File: src/rtl/pmv_defines.svh
// Constants of the power mode and voltage monitor block.
// Assumes inclusion by bare name; definitions only.
`ifndef PMV_DEFINES_SVH
`define PMV_DEFINES_SVH

// ----------------------------------------
// Register byte offsets
// ----------------------------------------
`define PMV_OFS_CTRL   8'h00
`define PMV_OFS_STAT   8'h04
`define PMV_OFS_CFG    8'h24
`define PMV_OFS_MEM    8'h30

// ----------------------------------------
// Reset values
// ----------------------------------------
`define PMV_RST_CTRL   32'h0000_0000
`define PMV_RST_CFG    32'h0000_0040
`define PMV_RST_MEM    32'h0000_0000

// ----------------------------------------
// Field positions
// ----------------------------------------
`define PMV_CTRL_REGULATOR_LOW_POWER_SELECT  0
`define PMV_CTRL_DEN   4
`define PMV_CTRL_LS_LO 9
`define PMV_CTRL_LS_HI 12
`define PMV_STAT_DOF   2

// ----------------------------------------
// System clock source codes
// ----------------------------------------
`define PMV_SRC_HSIDIV 2'h0
`define PMV_SRC_HSI    2'h1
`define PMV_SRC_HSE    2'h2
`define PMV_SRC_LSI    2'h3

// ----------------------------------------
// Timing
// ----------------------------------------
`define PMV_CLK_PERIOD_NS 50
`define PMV_REG_START_NS  10000
`define PMV_REG_START_CYC ((`PMV_REG_START_NS + `PMV_CLK_PERIOD_NS - 1) / `PMV_CLK_PERIOD_NS)

`endif

File: src/rtl/pmv_pkg.sv
// Types of the power mode and voltage monitor block.
// Assumes pmv_defines.svh supplies the numbers.
package pmv_pkg;

  // Power mode state
  typedef enum logic [2:0] {
    PMV_RUN      = 3'b000,
    PMV_SLEEP    = 3'b001,
    PMV_STOP     = 3'b010,
    PMV_DSTOP    = 3'b011,
    PMV_WAKE_OSC = 3'b100,
    PMV_WAKE_REG = 3'b101
  } pmv_mode_e;

  // Requests and controls from the processor core
  typedef struct packed {
    logic wait_for_interrupt_request;
    logic wait_for_event_request;
    logic handler_exit;
    logic deep_sleep_bit;
    logic sleep_on_handler_return;
    logic keep_core_clock;
  } pmv_core_s;

  // Wake sources
  typedef struct packed {
    logic any_interrupt;
    logic wake_event;
    logic ext_line_irq;
    logic ext_line_event;
    logic external_pending_flags;
  } pmv_wake_s;

  // Clock and supply controls to the clock unit and regulator
  typedef struct packed {
    logic cpu_clk_en;
    logic periph_clk_en;
    logic hs_osc_allow;
    logic lsi_keep;
    logic independent_watchdog_keep;
    logic regulator_en;
    logic regulator_low_power;
    logic io_hold;
  } pmv_ctl_s;

endpackage : pmv_pkg

File: src/rtl/pmv_top.sv
// Power mode sequencer and supply voltage detector control, APB slave.
// Assumes core, interrupt controller and clock unit share pclk; the analog
// comparator output arrives asynchronously and is synchronised here.
//
// Our own choice: the APB register port.
`timescale 1ns/1ns
`include "pmv_defines.svh"

// Notes on behaviour
// - Any reset leaves the block in Run with all clocks on.
// - Regulator stays enabled in every mode; only its level changes.
// - Detector compares only when enabled, against the level select field.
// - Level select bits 12:9, 1.8V to 4.8V, codes above 1010 reserved.
// - A flag shows whether supply is above or below threshold.
// - Detector output drives external interrupt line 16 level.
// - Wait request with deep-sleep and sleep-on-exit clear enters Sleep.
// - Sleep-on-exit set: handler exit enters Sleep, interrupt-wait form only.
// - Sleep gates only the processor clock.
// - Sleep ends at once: interrupt after interrupt-wait, event after event-wait.
// - Stop entered with deep-sleep set, low-power clear, HSI or LSI source (not divided HSI).
// - Pending external flags at Stop entry skip the entry.
// - Stop halts core domain clocks and both high-speed oscillators.
// - Stop exit selects internal oscillator divided by six.
// - Wake waits oscillator start, plus regulator delay at normal power.
// - Stop ends on interrupt-mode line or event-mode line by entry form.
// - Deep Stop entered with deep-sleep and low-power bits set.
// - Deep Stop ends on any external interrupt or event; divide-by-six clock.
// - Watchdog and low-speed oscillator keep running if enabled before entry.
// - I/O pins hold their Run state in every low-power mode.
// - Control bits 31:13 read zero; low-power bit 0, enable bit 4.
// - Core unclocked in stopped modes unless debug keeps it clocked.
// - Low-power bit set puts regulator in low-power for stopped modes.
// - Status bit 2 reads 1 below threshold, 0 above; read-only.
// - Flag reads 0 after reset until detector enabled.
module pmv_top #(
  parameter int unsigned REG_START_CYC = `PMV_REG_START_CYC
) (
  input  wire logic                pclk,
  input  wire logic                presetn,
  input  wire logic                psel,
  input  wire logic                penable,
  input  wire logic                pwrite,
  input  wire logic [7:0]          paddr,
  input  wire logic [31:0]         pwdata,
  output logic                     pready,
  output logic                     pslverr,
  output logic [31:0]              prdata,
  input  wire pmv_pkg::pmv_core_s  core_in,
  input  wire pmv_pkg::pmv_wake_s  wake_in,
  input  wire logic [1:0]          system_clock_signal_source,
  input  wire logic                hsi_ready,
  input  wire logic                lsi_enabled,
  input  wire logic                independent_watchdog_enabled,
  input  wire logic                detector_compare_raw,
  output pmv_pkg::pmv_ctl_s        ctl_out,
  output logic                     select_hsi_div6,
  output logic [3:0]               detector_level_select,
  output logic                     detector_enable,
  output logic                     external_interrupt_controller_line16,
  output pmv_pkg::pmv_mode_e       mode
);
  import pmv_pkg::*;

  // ----------------------------------------
  // Local declarations
  // ----------------------------------------
  localparam int CW = $clog2(REG_START_CYC + 1);
  // Control reset word kept as a vector so each field is sliced from it
  localparam logic [31:0] CTRL_RST = `PMV_RST_CTRL;

  logic              regulator_low_power_select_r;
  logic              den_r;
  logic [3:0]        pls_r;
  logic [31:0]       cfg_r;
  logic [31:0]       mem_r;
  logic [2:0]        det_sync_r;
  logic              det_stable_r;
  logic              dof;
  logic              wr_en;
  logic              rd_hit;
  logic [31:0]       rd_data;
  logic              entered_wfe_r;
  logic              lp_regulator_r;
  logic [CW-1:0]     reg_cnt_r;
  logic              hsi_sel_r;
  pmv_mode_e         mode_r;
  pmv_mode_e         mode_nxt;
  logic              wait_req;
  logic              stop_ok;
  logic              wake_stop;
  logic              wake_dstop;
  logic              wake_sleep;

  // ----------------------------------------
  // APB slave
  // ----------------------------------------
  // Zero wait states; writes take effect in the access phase
  // Status writes are dropped quietly; only unmapped offsets raise an error
  assign pready = 1'b1;
  assign wr_en  = psel & penable & pwrite;

  // Read decode; unmapped offsets read zero and raise pslverr
  always_comb begin
    rd_hit  = 1'b1;
    rd_data = 32'h0000_0000;
    case (paddr)
      `PMV_OFS_CTRL: begin
        rd_data[`PMV_CTRL_REGULATOR_LOW_POWER_SELECT] = regulator_low_power_select_r;
        rd_data[`PMV_CTRL_DEN]  = den_r;
        rd_data[`PMV_CTRL_LS_HI:`PMV_CTRL_LS_LO] = pls_r;
      end
      `PMV_OFS_STAT: begin
        rd_data[`PMV_STAT_DOF] = dof;
      end
      `PMV_OFS_CFG:  rd_data = cfg_r;
      `PMV_OFS_MEM:  rd_data = mem_r;
      default:       rd_hit  = 1'b0;
    endcase
  end

  assign pslverr = psel & penable & ~rd_hit;

  // Read data registered in setup so it stands through the access phase
  always_ff @(posedge pclk or negedge presetn) begin
    if (!presetn) begin
      prdata <= 32'h0000_0000;
    end else if (psel & ~penable & ~pwrite) begin
      prdata <= rd_data;
    end
  end

  // ----------------------------------------
  // Control register
  // ----------------------------------------
  // low-power and enable bits read-write, level field at 12:9
  always_ff @(posedge pclk or negedge presetn) begin
    if (!presetn) begin
      regulator_low_power_select_r <= CTRL_RST[`PMV_CTRL_REGULATOR_LOW_POWER_SELECT];
      den_r  <= CTRL_RST[`PMV_CTRL_DEN];
      pls_r  <= CTRL_RST[`PMV_CTRL_LS_HI:`PMV_CTRL_LS_LO];
    end else if (wr_en && paddr == `PMV_OFS_CTRL) begin
      regulator_low_power_select_r <= pwdata[`PMV_CTRL_REGULATOR_LOW_POWER_SELECT];
      den_r  <= pwdata[`PMV_CTRL_DEN];
      pls_r  <= pwdata[`PMV_CTRL_LS_HI:`PMV_CTRL_LS_LO];
    end
  end

  // Configuration and memory control are plain storage for software
  always_ff @(posedge pclk or negedge presetn) begin
    if (!presetn) begin
      cfg_r <= `PMV_RST_CFG;
      mem_r <= `PMV_RST_MEM;
    end else if (wr_en) begin
      if (paddr == `PMV_OFS_CFG) begin
        cfg_r <= pwdata;
      end
      if (paddr == `PMV_OFS_MEM) begin
        mem_r <= pwdata;
      end
    end
  end

  // comparator enabled and threshold taken from the level field
  assign detector_enable       = den_r;
  assign detector_level_select = pls_r;

  // ----------------------------------------
  // Detector output synchroniser
  // ----------------------------------------
  // three stages, change accepted once stages two and three agree
  // so a slow ragged crossing gives exactly one edge
  // A pulse shorter than two clocks may vanish; the comparator moves slowly
  always_ff @(posedge pclk or negedge presetn) begin
    if (!presetn) begin
      det_sync_r   <= 3'h0;
      det_stable_r <= 1'b0;
    end else begin
      det_sync_r <= {det_sync_r[1:0], detector_compare_raw};
      if (det_sync_r[1] == det_sync_r[2]) begin
        det_stable_r <= det_sync_r[2];
      end
    end
  end

  // flag held at zero while disabled; shows side of threshold
  assign dof = den_r & det_stable_r;

  // flag level feeds line 16; edge selection lives in the controller
  assign external_interrupt_controller_line16 = dof;

  // ----------------------------------------
  // Mode sequencer
  // ----------------------------------------
  assign wait_req = core_in.wait_for_interrupt_request | core_in.wait_for_event_request;

  // Stop only from the HSI or LSI source; the divided HSI source is refused
  // pending external flags skip the entry
  assign stop_ok = ~wake_in.external_pending_flags &
                   (system_clock_signal_source == `PMV_SRC_HSI || system_clock_signal_source == `PMV_SRC_LSI);

  // wake source depends on entry form
  assign wake_sleep = entered_wfe_r ? wake_in.wake_event : wake_in.any_interrupt;
  // interrupt-mode line after interrupt-wait, event-mode after event-wait
  assign wake_stop  = entered_wfe_r ? wake_in.ext_line_event : wake_in.ext_line_irq;
  // any external interrupt or event ends Deep Stop
  assign wake_dstop = wake_in.ext_line_irq | wake_in.ext_line_event | wake_in.wake_event;

  // Next mode
  // Deep-sleep requests win over plain Sleep; a refused Stop entry
  // leaves the core running so software can clear pending flags first
  always_comb begin
    mode_nxt = mode_r;
    case (mode_r)
      PMV_RUN: begin
        if (wait_req && core_in.deep_sleep_bit) begin
          // both bits set selects Deep Stop
          if (regulator_low_power_select_r) begin
            mode_nxt = PMV_DSTOP;
          end else if (stop_ok) begin
            mode_nxt = PMV_STOP;
          end
        end else if (wait_req && !core_in.sleep_on_handler_return) begin
          mode_nxt = PMV_SLEEP;
        end else if (core_in.handler_exit && core_in.sleep_on_handler_return &&
                     !core_in.deep_sleep_bit) begin
          mode_nxt = PMV_SLEEP;
        end
      end
      PMV_SLEEP: begin
        if (wake_sleep) begin
          mode_nxt = PMV_RUN;
        end
      end
      PMV_STOP: begin
        if (wake_stop) begin
          mode_nxt = PMV_WAKE_OSC;
        end
      end
      PMV_DSTOP: begin
        if (wake_dstop) begin
          mode_nxt = PMV_WAKE_OSC;
        end
      end
      PMV_WAKE_OSC: begin
        // wait for oscillator, then regulator if it stayed normal
        if (hsi_ready) begin
          mode_nxt = lp_regulator_r ? PMV_RUN : PMV_WAKE_REG;
        end
      end
      PMV_WAKE_REG: begin
        // Counter runs from zero on entry, so Run follows REG_START_CYC cycles on
        if (reg_cnt_r == CW'(REG_START_CYC - 1)) begin
          mode_nxt = PMV_RUN;
        end
      end
      default: mode_nxt = PMV_RUN;
    endcase
  end

  always_ff @(posedge pclk or negedge presetn) begin
    if (!presetn) begin
      mode_r <= PMV_RUN;
    end else begin
      mode_r <= mode_nxt;
    end
  end

  // Entry form, latched on entry; handler-exit entry counts as interrupt-wait
  always_ff @(posedge pclk or negedge presetn) begin
    if (!presetn) begin
      entered_wfe_r <= 1'b0;
    end else if (mode_r == PMV_RUN && mode_nxt != PMV_RUN) begin
      entered_wfe_r <= core_in.wait_for_event_request & ~core_in.wait_for_interrupt_request &
                       wait_req;
    end
  end

  // regulator level fixed at entry from the low-power bit
  always_ff @(posedge pclk or negedge presetn) begin
    if (!presetn) begin
      lp_regulator_r <= 1'b0;
    end else if (mode_r == PMV_RUN && mode_nxt == PMV_DSTOP) begin
      lp_regulator_r <= 1'b1;
    end else if (mode_nxt == PMV_RUN) begin
      lp_regulator_r <= 1'b0;
    end
  end

  // regulator start-up delay counter
  // Held at zero outside the restart state so each wake starts afresh
  always_ff @(posedge pclk or negedge presetn) begin
    if (!presetn) begin
      reg_cnt_r <= '0;
    end else if (mode_r == PMV_WAKE_REG) begin
      reg_cnt_r <= reg_cnt_r + CW'(1);
    end else begin
      reg_cnt_r <= '0;
    end
  end

  // divide-by-six select pulses when a stopped mode wakes
  always_ff @(posedge pclk or negedge presetn) begin
    if (!presetn) begin
      hsi_sel_r <= 1'b0;
    end else begin
      hsi_sel_r <= (mode_r == PMV_STOP || mode_r == PMV_DSTOP) && mode_nxt == PMV_WAKE_OSC;
    end
  end

  assign select_hsi_div6 = hsi_sel_r;
  assign mode            = mode_r;

  // ----------------------------------------
  // Clock and supply controls
  // ----------------------------------------
  // Decoded from the state flop; the clock unit should register these
  // if a one-cycle glitch on a mode change would harm it
  always_comb begin
    // processor clock runs only in Run; Sleep, stopped and wake modes gate it
    // debug may keep the core clocked
    ctl_out.cpu_clk_en    = (mode_r == PMV_RUN) | core_in.keep_core_clock;
    // core domain clocks off while stopped or restarting
    ctl_out.periph_clk_en = (mode_r == PMV_RUN) | (mode_r == PMV_SLEEP);
    ctl_out.hs_osc_allow  = (mode_r != PMV_STOP) & (mode_r != PMV_DSTOP);
    // low-speed oscillator and watchdog follow their own enables
    ctl_out.lsi_keep      = lsi_enabled;
    ctl_out.independent_watchdog_keep     = independent_watchdog_enabled;
    ctl_out.regulator_en  = 1'b1;
    // low-power level only in Deep Stop
    ctl_out.regulator_low_power = (mode_r == PMV_DSTOP);
    // pins hold their Run state outside Run
    ctl_out.io_hold       = (mode_r != PMV_RUN);
  end

endmodule // pmv_top

File: config.mk
export PLATFORM = sky130hd
export DESIGN_NAME = pmv_top
export DESIGN_NICKNAME = d
export VERILOG_FILES = /design/src/rtl/pmv_pkg.sv /design/src/rtl/pmv_top.sv
export VERILOG_INCLUDE_DIRS = /design/src /design/src/rtl
export SDC_FILE = /design/constraint.sdc
export NUM_CORES = 1
export LEC_CHECK = 0
export BUFFER_PORTS_ARGS = -buffer_cell sky130_fd_sc_hd__buf_2
export CORE_UTILIZATION = 58
export DETAILED_ROUTE_END_ITERATION = 12
export PLACE_DENSITY = 0.94
export SLEW_MARGIN = 25
export SYNTH_ARGS = -nofsm -noshare
export SYNTH_HDL_FRONTEND = slang
export SYNTH_SLANG_ARGS = --single-unit
File: constraint.sdc
create_clock -name pclk -period 4 [get_ports pclk]
set_input_delay 1.2 -clock pclk [delete_from_list [all_inputs] [get_ports pclk]]
set_output_delay 1.2 -clock pclk [all_outputs]
set_load 0.005 [all_outputs]
# Yosys cells after proc, flatten, opt, wreduce, memory -nomap -nowiden
# Cells that the tools add are included.
[word_totals]
inputBits = 62
elab_cells = 97
out_inout_bits = 52
ff_bits = 120
[op_classes]
add_sub_neg = 1
bitwise_logic = 20
n_reduce_logical = 21
eq_ne = 16
n_mux = 26
[ops]
columns = ["operator", "count"]
rows = [
  ["$pmux W19 S2", 1],
  ["$mux W3", 11],
  ["$pmux W3 S6", 1],
  ["$eq A8 B6 Y1 const B", 2],
  ["$pmux W4 S3", 1],
  ["$and A1 B1 Y1", 10],
  ["$eq A3 B2 Y1 const B", 3],
  ["$eq A3 B3 Y1 const B", 3],
  ["$pmux W1 S3", 3],
  ["$add A8 B1 Y8 const B", 1],
  ["$eq A8 B3 Y1 const B", 1],
  ["$eq A8 B8 Y1 const B", 1],
  ["$logic_and A1 B1 Y1", 8],
  ["$logic_not A8 Y1", 1],
  ["$mux W8", 1],
  ["$pmux W4 S2", 1],
  ["$logic_not A3 Y1", 2],
  ["$ne A3 B2 Y1 const B", 2],
  ["$reduce_bool A3 Y1", 2],
  ["$mux W1", 5],
  ["$not A1 Y1", 5],
  ["$or A1 B1 Y1", 5],
  ["$pmux W1 S2", 2],
  ["$reduce_and A2 Y1", 2],
  ["other kinds (8)", 10],
]

# Longest topological paths before layout
[depth]
depth_word = 10
ltp_mapped = 8
mapped_depth_nobuf = 6

# Worst setup path after synthesis
# OpenSTA, ideal clock, no wires.
[synth_path]
path_type = "input to output"
from = "in paddr[7]"
to = "out pslverr"
setup_slack_ns = 0.877
path_stages = 3
n_path_buf = 0
t_arrival_ns = 1.923
t_required_ns = 2.800
path_cell_list = "or4_4 > nor2_4 > a21oi_1"
[synth_between]
elab_chain_len = 5
word_cells_on_any_way = 8
classes_between = "eq/ne (3); mux (1); bitwise (2); reduce/logical (2)"
[synth_rtl]
columns = ["element", "line", "source"]
rows = [
  ["from (decl)", "pmv_top.sv:43", "input wire logic [7:0] paddr,"],
  ["$eq A8 B6 Y1 (tied with other cells)", "pmv_top.sv:106", "case (paddr)"],
  ["$reduce_or A4 Y1 (no line) *", "n/a", ""],
  ["$mux W1 *", "pmv_top.sv:106", ""],
  ["$not A1 Y1 *", "pmv_top.sv:121", "assign pslverr = psel & penable & ~rd_hit;"],
  ["$and A1 B1 Y1 *", "pmv_top.sv:121", ""],
  ["to (decl)", "pmv_top.sv:46", "output logic pslverr,"],
]
# Mark *: on every way between the ends. The rest lies on a longest branch, timed or not.

# Final worst setup path
# Ends and elaborated chain as after synthesis.

==> results.sh <==
export IMPL_syn_inst=405
export IMPL_setup_violations=0
export IMPL_muxShareOfSynthArea_pct=18.0
export IMPL_total_leakage_power_nw=3.26
export IMPL_grt_util_met1_pct=33.4
export IMPL_hpwl_mm=7.81
export IMPL_period_needed_ps=3440
export IMPL_yosys_area_share_simple_pct=10.2
export IMPL_power_frac_clock_pct=50.5
export IMPL_place_area_um2=5820
export IMPL_cts_resized=0
export IMPL_tightest_slew_ps=691
export IMPL_synth_edf_count=0
export IMPL_clk_pin_slew_ps=60
export IMPL_holdWs_ps=349
export IMPL_finalNonFillerCells=637
export IMPL_synth_area_um2=5240
export IMPL_sw_frac_of_total_pct=23.3
export IMPL_vias=3884
export IMPL_synth_area_leaders="dfrtp_1 (57%), mux2_2 (8.8%), mux2_4 (8.6%)"
export IMPL_final_cell_mix="dfrtp_1 (119), buf_2 (105), nor2_1 (62), mux2_2 (41), mux2_4 (30)"
export IMPL_worstSkewPairLatency_ps=520
export IMPL_io_buffer_count=106
export IMPL_crit_required_ps=2800
export IMPL_clock_fmax_ghz=0.291
export IMPL_place_inst=605
export IMPL_crit_arrival_ps=2240
export IMPL_syn2layout_area_growth_pct=24.1
export IMPL_post_cts_buffers=0
export IMPL_crit_type="primary input to output port"
export IMPL_grt_max_degree=54
export IMPL_combinationalPowerShare_pct=10.1
export IMPL_peakVddDrop_uv=309
export IMPL_coreArea_um2=8720
export IMPL_synth_xor_area_share_pct=1.17
export IMPL_cts_sinks=120
export IMPL_startpoint_type="primary input"
export IMPL_drt_pass1_iterations=6
export IMPL_overflow=0
export IMPL_cts_made_buffers=17
export IMPL_grt_pass1_vias=4218
export IMPL_p_int_w=0.00264
export IMPL_clockRootBuffer="clkbuf_8"
export IMPL_grt_util_met3_pct=7.95
export IMPL_drv_slew=0
export IMPL_final_area_um2=6500
export IMPL_nNetsFinal=579
export IMPL_ant_nets=0
export IMPL_finClkSkew_ps=8.15
export IMPL_cts_hold_buf=0
export IMPL_totalWireLength_mm=12.8
export IMPL_cts_htree_levels=4
export IMPL_cts_tree="done"
export IMPL_core_rowCount=34
export IMPL_end_kind="output port"
export IMPL_fin_crit_sh_pct=86.0
export IMPL_mostFrequentLayoutCell="dfrtp_1"
export IMPL_switchingPower_w=0.000800
export IMPL_finalHoldViolations=0
export IMPL_finalSetupTns_ps=0
export IMPL_slew_headroom_pct=53.5
export IMPL_antenna_found_initial=0
export IMPL_synth_fa_ha_area_share_pct=0.430
export IMPL_pwr_share_seq_pct=39.5
export IMPL_async_reset_ff_share_pct=100
export IMPL_num_antenna_cells=0
export IMPL_die_width_um=97.0
export IMPL_start_util_pct=60.0
export IMPL_layout_drive_gt1_share_pct=43.1
export IMPL_dieArea_um2=9410
export IMPL_yosysWarnings=0
export IMPL_avgSynthCellArea_um2=12.9
export IMPL_drc=0
export IMPL_outcome="finished, final reports clean"
export IMPL_fp_dieH_um=97.0
export IMPL_power_density_nw_per_um2=529
export IMPL_synth_compound_area_share_pct=8.24
export IMPL_yosysUniqueCellTypes=48
export IMPL_cp_max_fo=5
export IMPL_maxCapViolCount=0
export IMPL_synth_top_area_share_pct=56.9
export IMPL_ys_seq_elements=120
export IMPL_synth_top_family_by_area="multiplexers"
export IMPL_grt_busiest_layer="met2"
export IMPL_drt_iter0_drc=203
export IMPL_rsz0062_at_grt="false"
export IMPL_place_congestion=0.872
export IMPL_power_w=0.00344
export IMPL_yosysTopAreaCell="dfrtp_1"
export IMPL_synth_main_ff_cell="dfrtp_1"
export IMPL_grt_use_total_pct=28.9
export IMPL_yosysSeqAreaShare_pct=57.4
export IMPL_wire_per_inst_um=20.0
export IMPL_clk_path_buf_depth=2
export IMPL_hp_class="flip-flop to flip-flop"
export IMPL_groute_layer_met2_usage_pct=48.8
export IMPL_grt_pass1_wl_mm=20.8
export IMPL_io_pins=114
export IMPL_vias_per_cell=6.10
==> flip-flops by register name, indices dropped and copies added, names as in the netlist <==
register and count:
cfg_r 32, mem_r 32, prdata 32, reg_cnt_r 8, detector_level_select 4, det_sync_r 3, mode 3, det_stable_r 1
detector_enable 1, entered_wfe_r 1, lp_regulator_r 1, regulator_low_power_select_r 1, select_hsi_div6 1
==> logic make-up (layout without fill, tap and decap cells) <==
group                      count (synthesis)  in the layout
DFF                                      120            120
buffers and inverters                     36            159
and+or+nand+nor                          111            111
xor gates and xnor gates                   7              7
AOI/OAI and AO/OA                         54             54
muxes                                     74             74
adders and majority gates                  2              2
other                                      1              2
==> power by group through the flow <==
stage | logic (W) | clock network [W] | registers [W]
final | 0.000346 | 0.00173 | 0.00136
after global routing | 0.000384 | 0.00180 | 0.00137
after CTS | 0.000350 | 0.00175 | 0.00136
after detailed placement | 0.000344 | 0 | 0.00137
after global placement | 0.000329 | 0 | 0.00137
after floorplan | 0.000184 | 0 | 0.00136
==> area by class of cell <==
class	instances	area [um2]
clock buffers	21	459
clock inverters	11	218
fillers	511	2220
inverters	8	30.0
multi-input cells	250	2010
flip-flops and latches	120	3000
well taps	108	135
repair buffers	119	643
==> critical path, cell delays in order <==
cell	delay [ps]
buf_2	100
or4_4	540
nor2_4	170
a21oi_1	80
buf_2	140
==> final timing paths <==
check / start / to / slack [ps] / depth (start not counted)
min: det_sync_r[0]$_DFF_PN0_ / det_sync_r[1]$_DFF_PN0_ / 350 / 0
min in group asynchronous: presetn / reg_cnt_r[7]$_DFF_PN0_ / 730 / 1
max reg2reg: mode[1]$_DFF_PN0_ / entered_wfe_r$_DFFE_PN0P_ / 2110 / 5
max: paddr[7] / pslverr / 560 / 5
max in group asynchronous: presetn / prdata[13]$_DFFE_PN0P_ / 2460 / 2
min reg2reg: det_sync_r[0]$_DFF_PN0_ / det_sync_r[1]$_DFF_PN0_ / 350 / 0
==> synth_stat cells (3+ instances only) <==
library cell,n
a21oi_1,3
buf_2,6
xor2_1,4
xnor2_1,3
inv_1,8
and3_1,5
nor2b_1,8
mux2_2,41
mux2_4,30
buf_6,4
nand2_1,13
nand3_1,6
a222oi_1,6
buf_4,4
nor3_1,4
dfrtp_1,119
clkbuf_1,11
o21ai_0,7
nor2_1,62
a221oi_1,25
buf_12,3
==> per-layer routing <==
| metal | part of all wire [%] | up-vias | routed length (um) |
|---|---|---|---|
| met1 | 38 | 1957 | 4890 |
| met2 | 51 | 206 | 6460 |
| met5 | 0 | - | 0 |
| li1 | - | 1677 | - |
| met4 | 3.4 | 0 | 431 |
| met3 | 7.7 | 44 | 980 |
==> metrics by stage <==
step	setup WS [ps]	utilization, %
2_1_floorplan	877	-
3_3_place_gp	540	66.7
3_5_place_dp	493	66.7
4_1_cts	576	74.5
5_1_grt	522	74.5
6_report	562	74.5
Power figures use the tool's default switching activity.
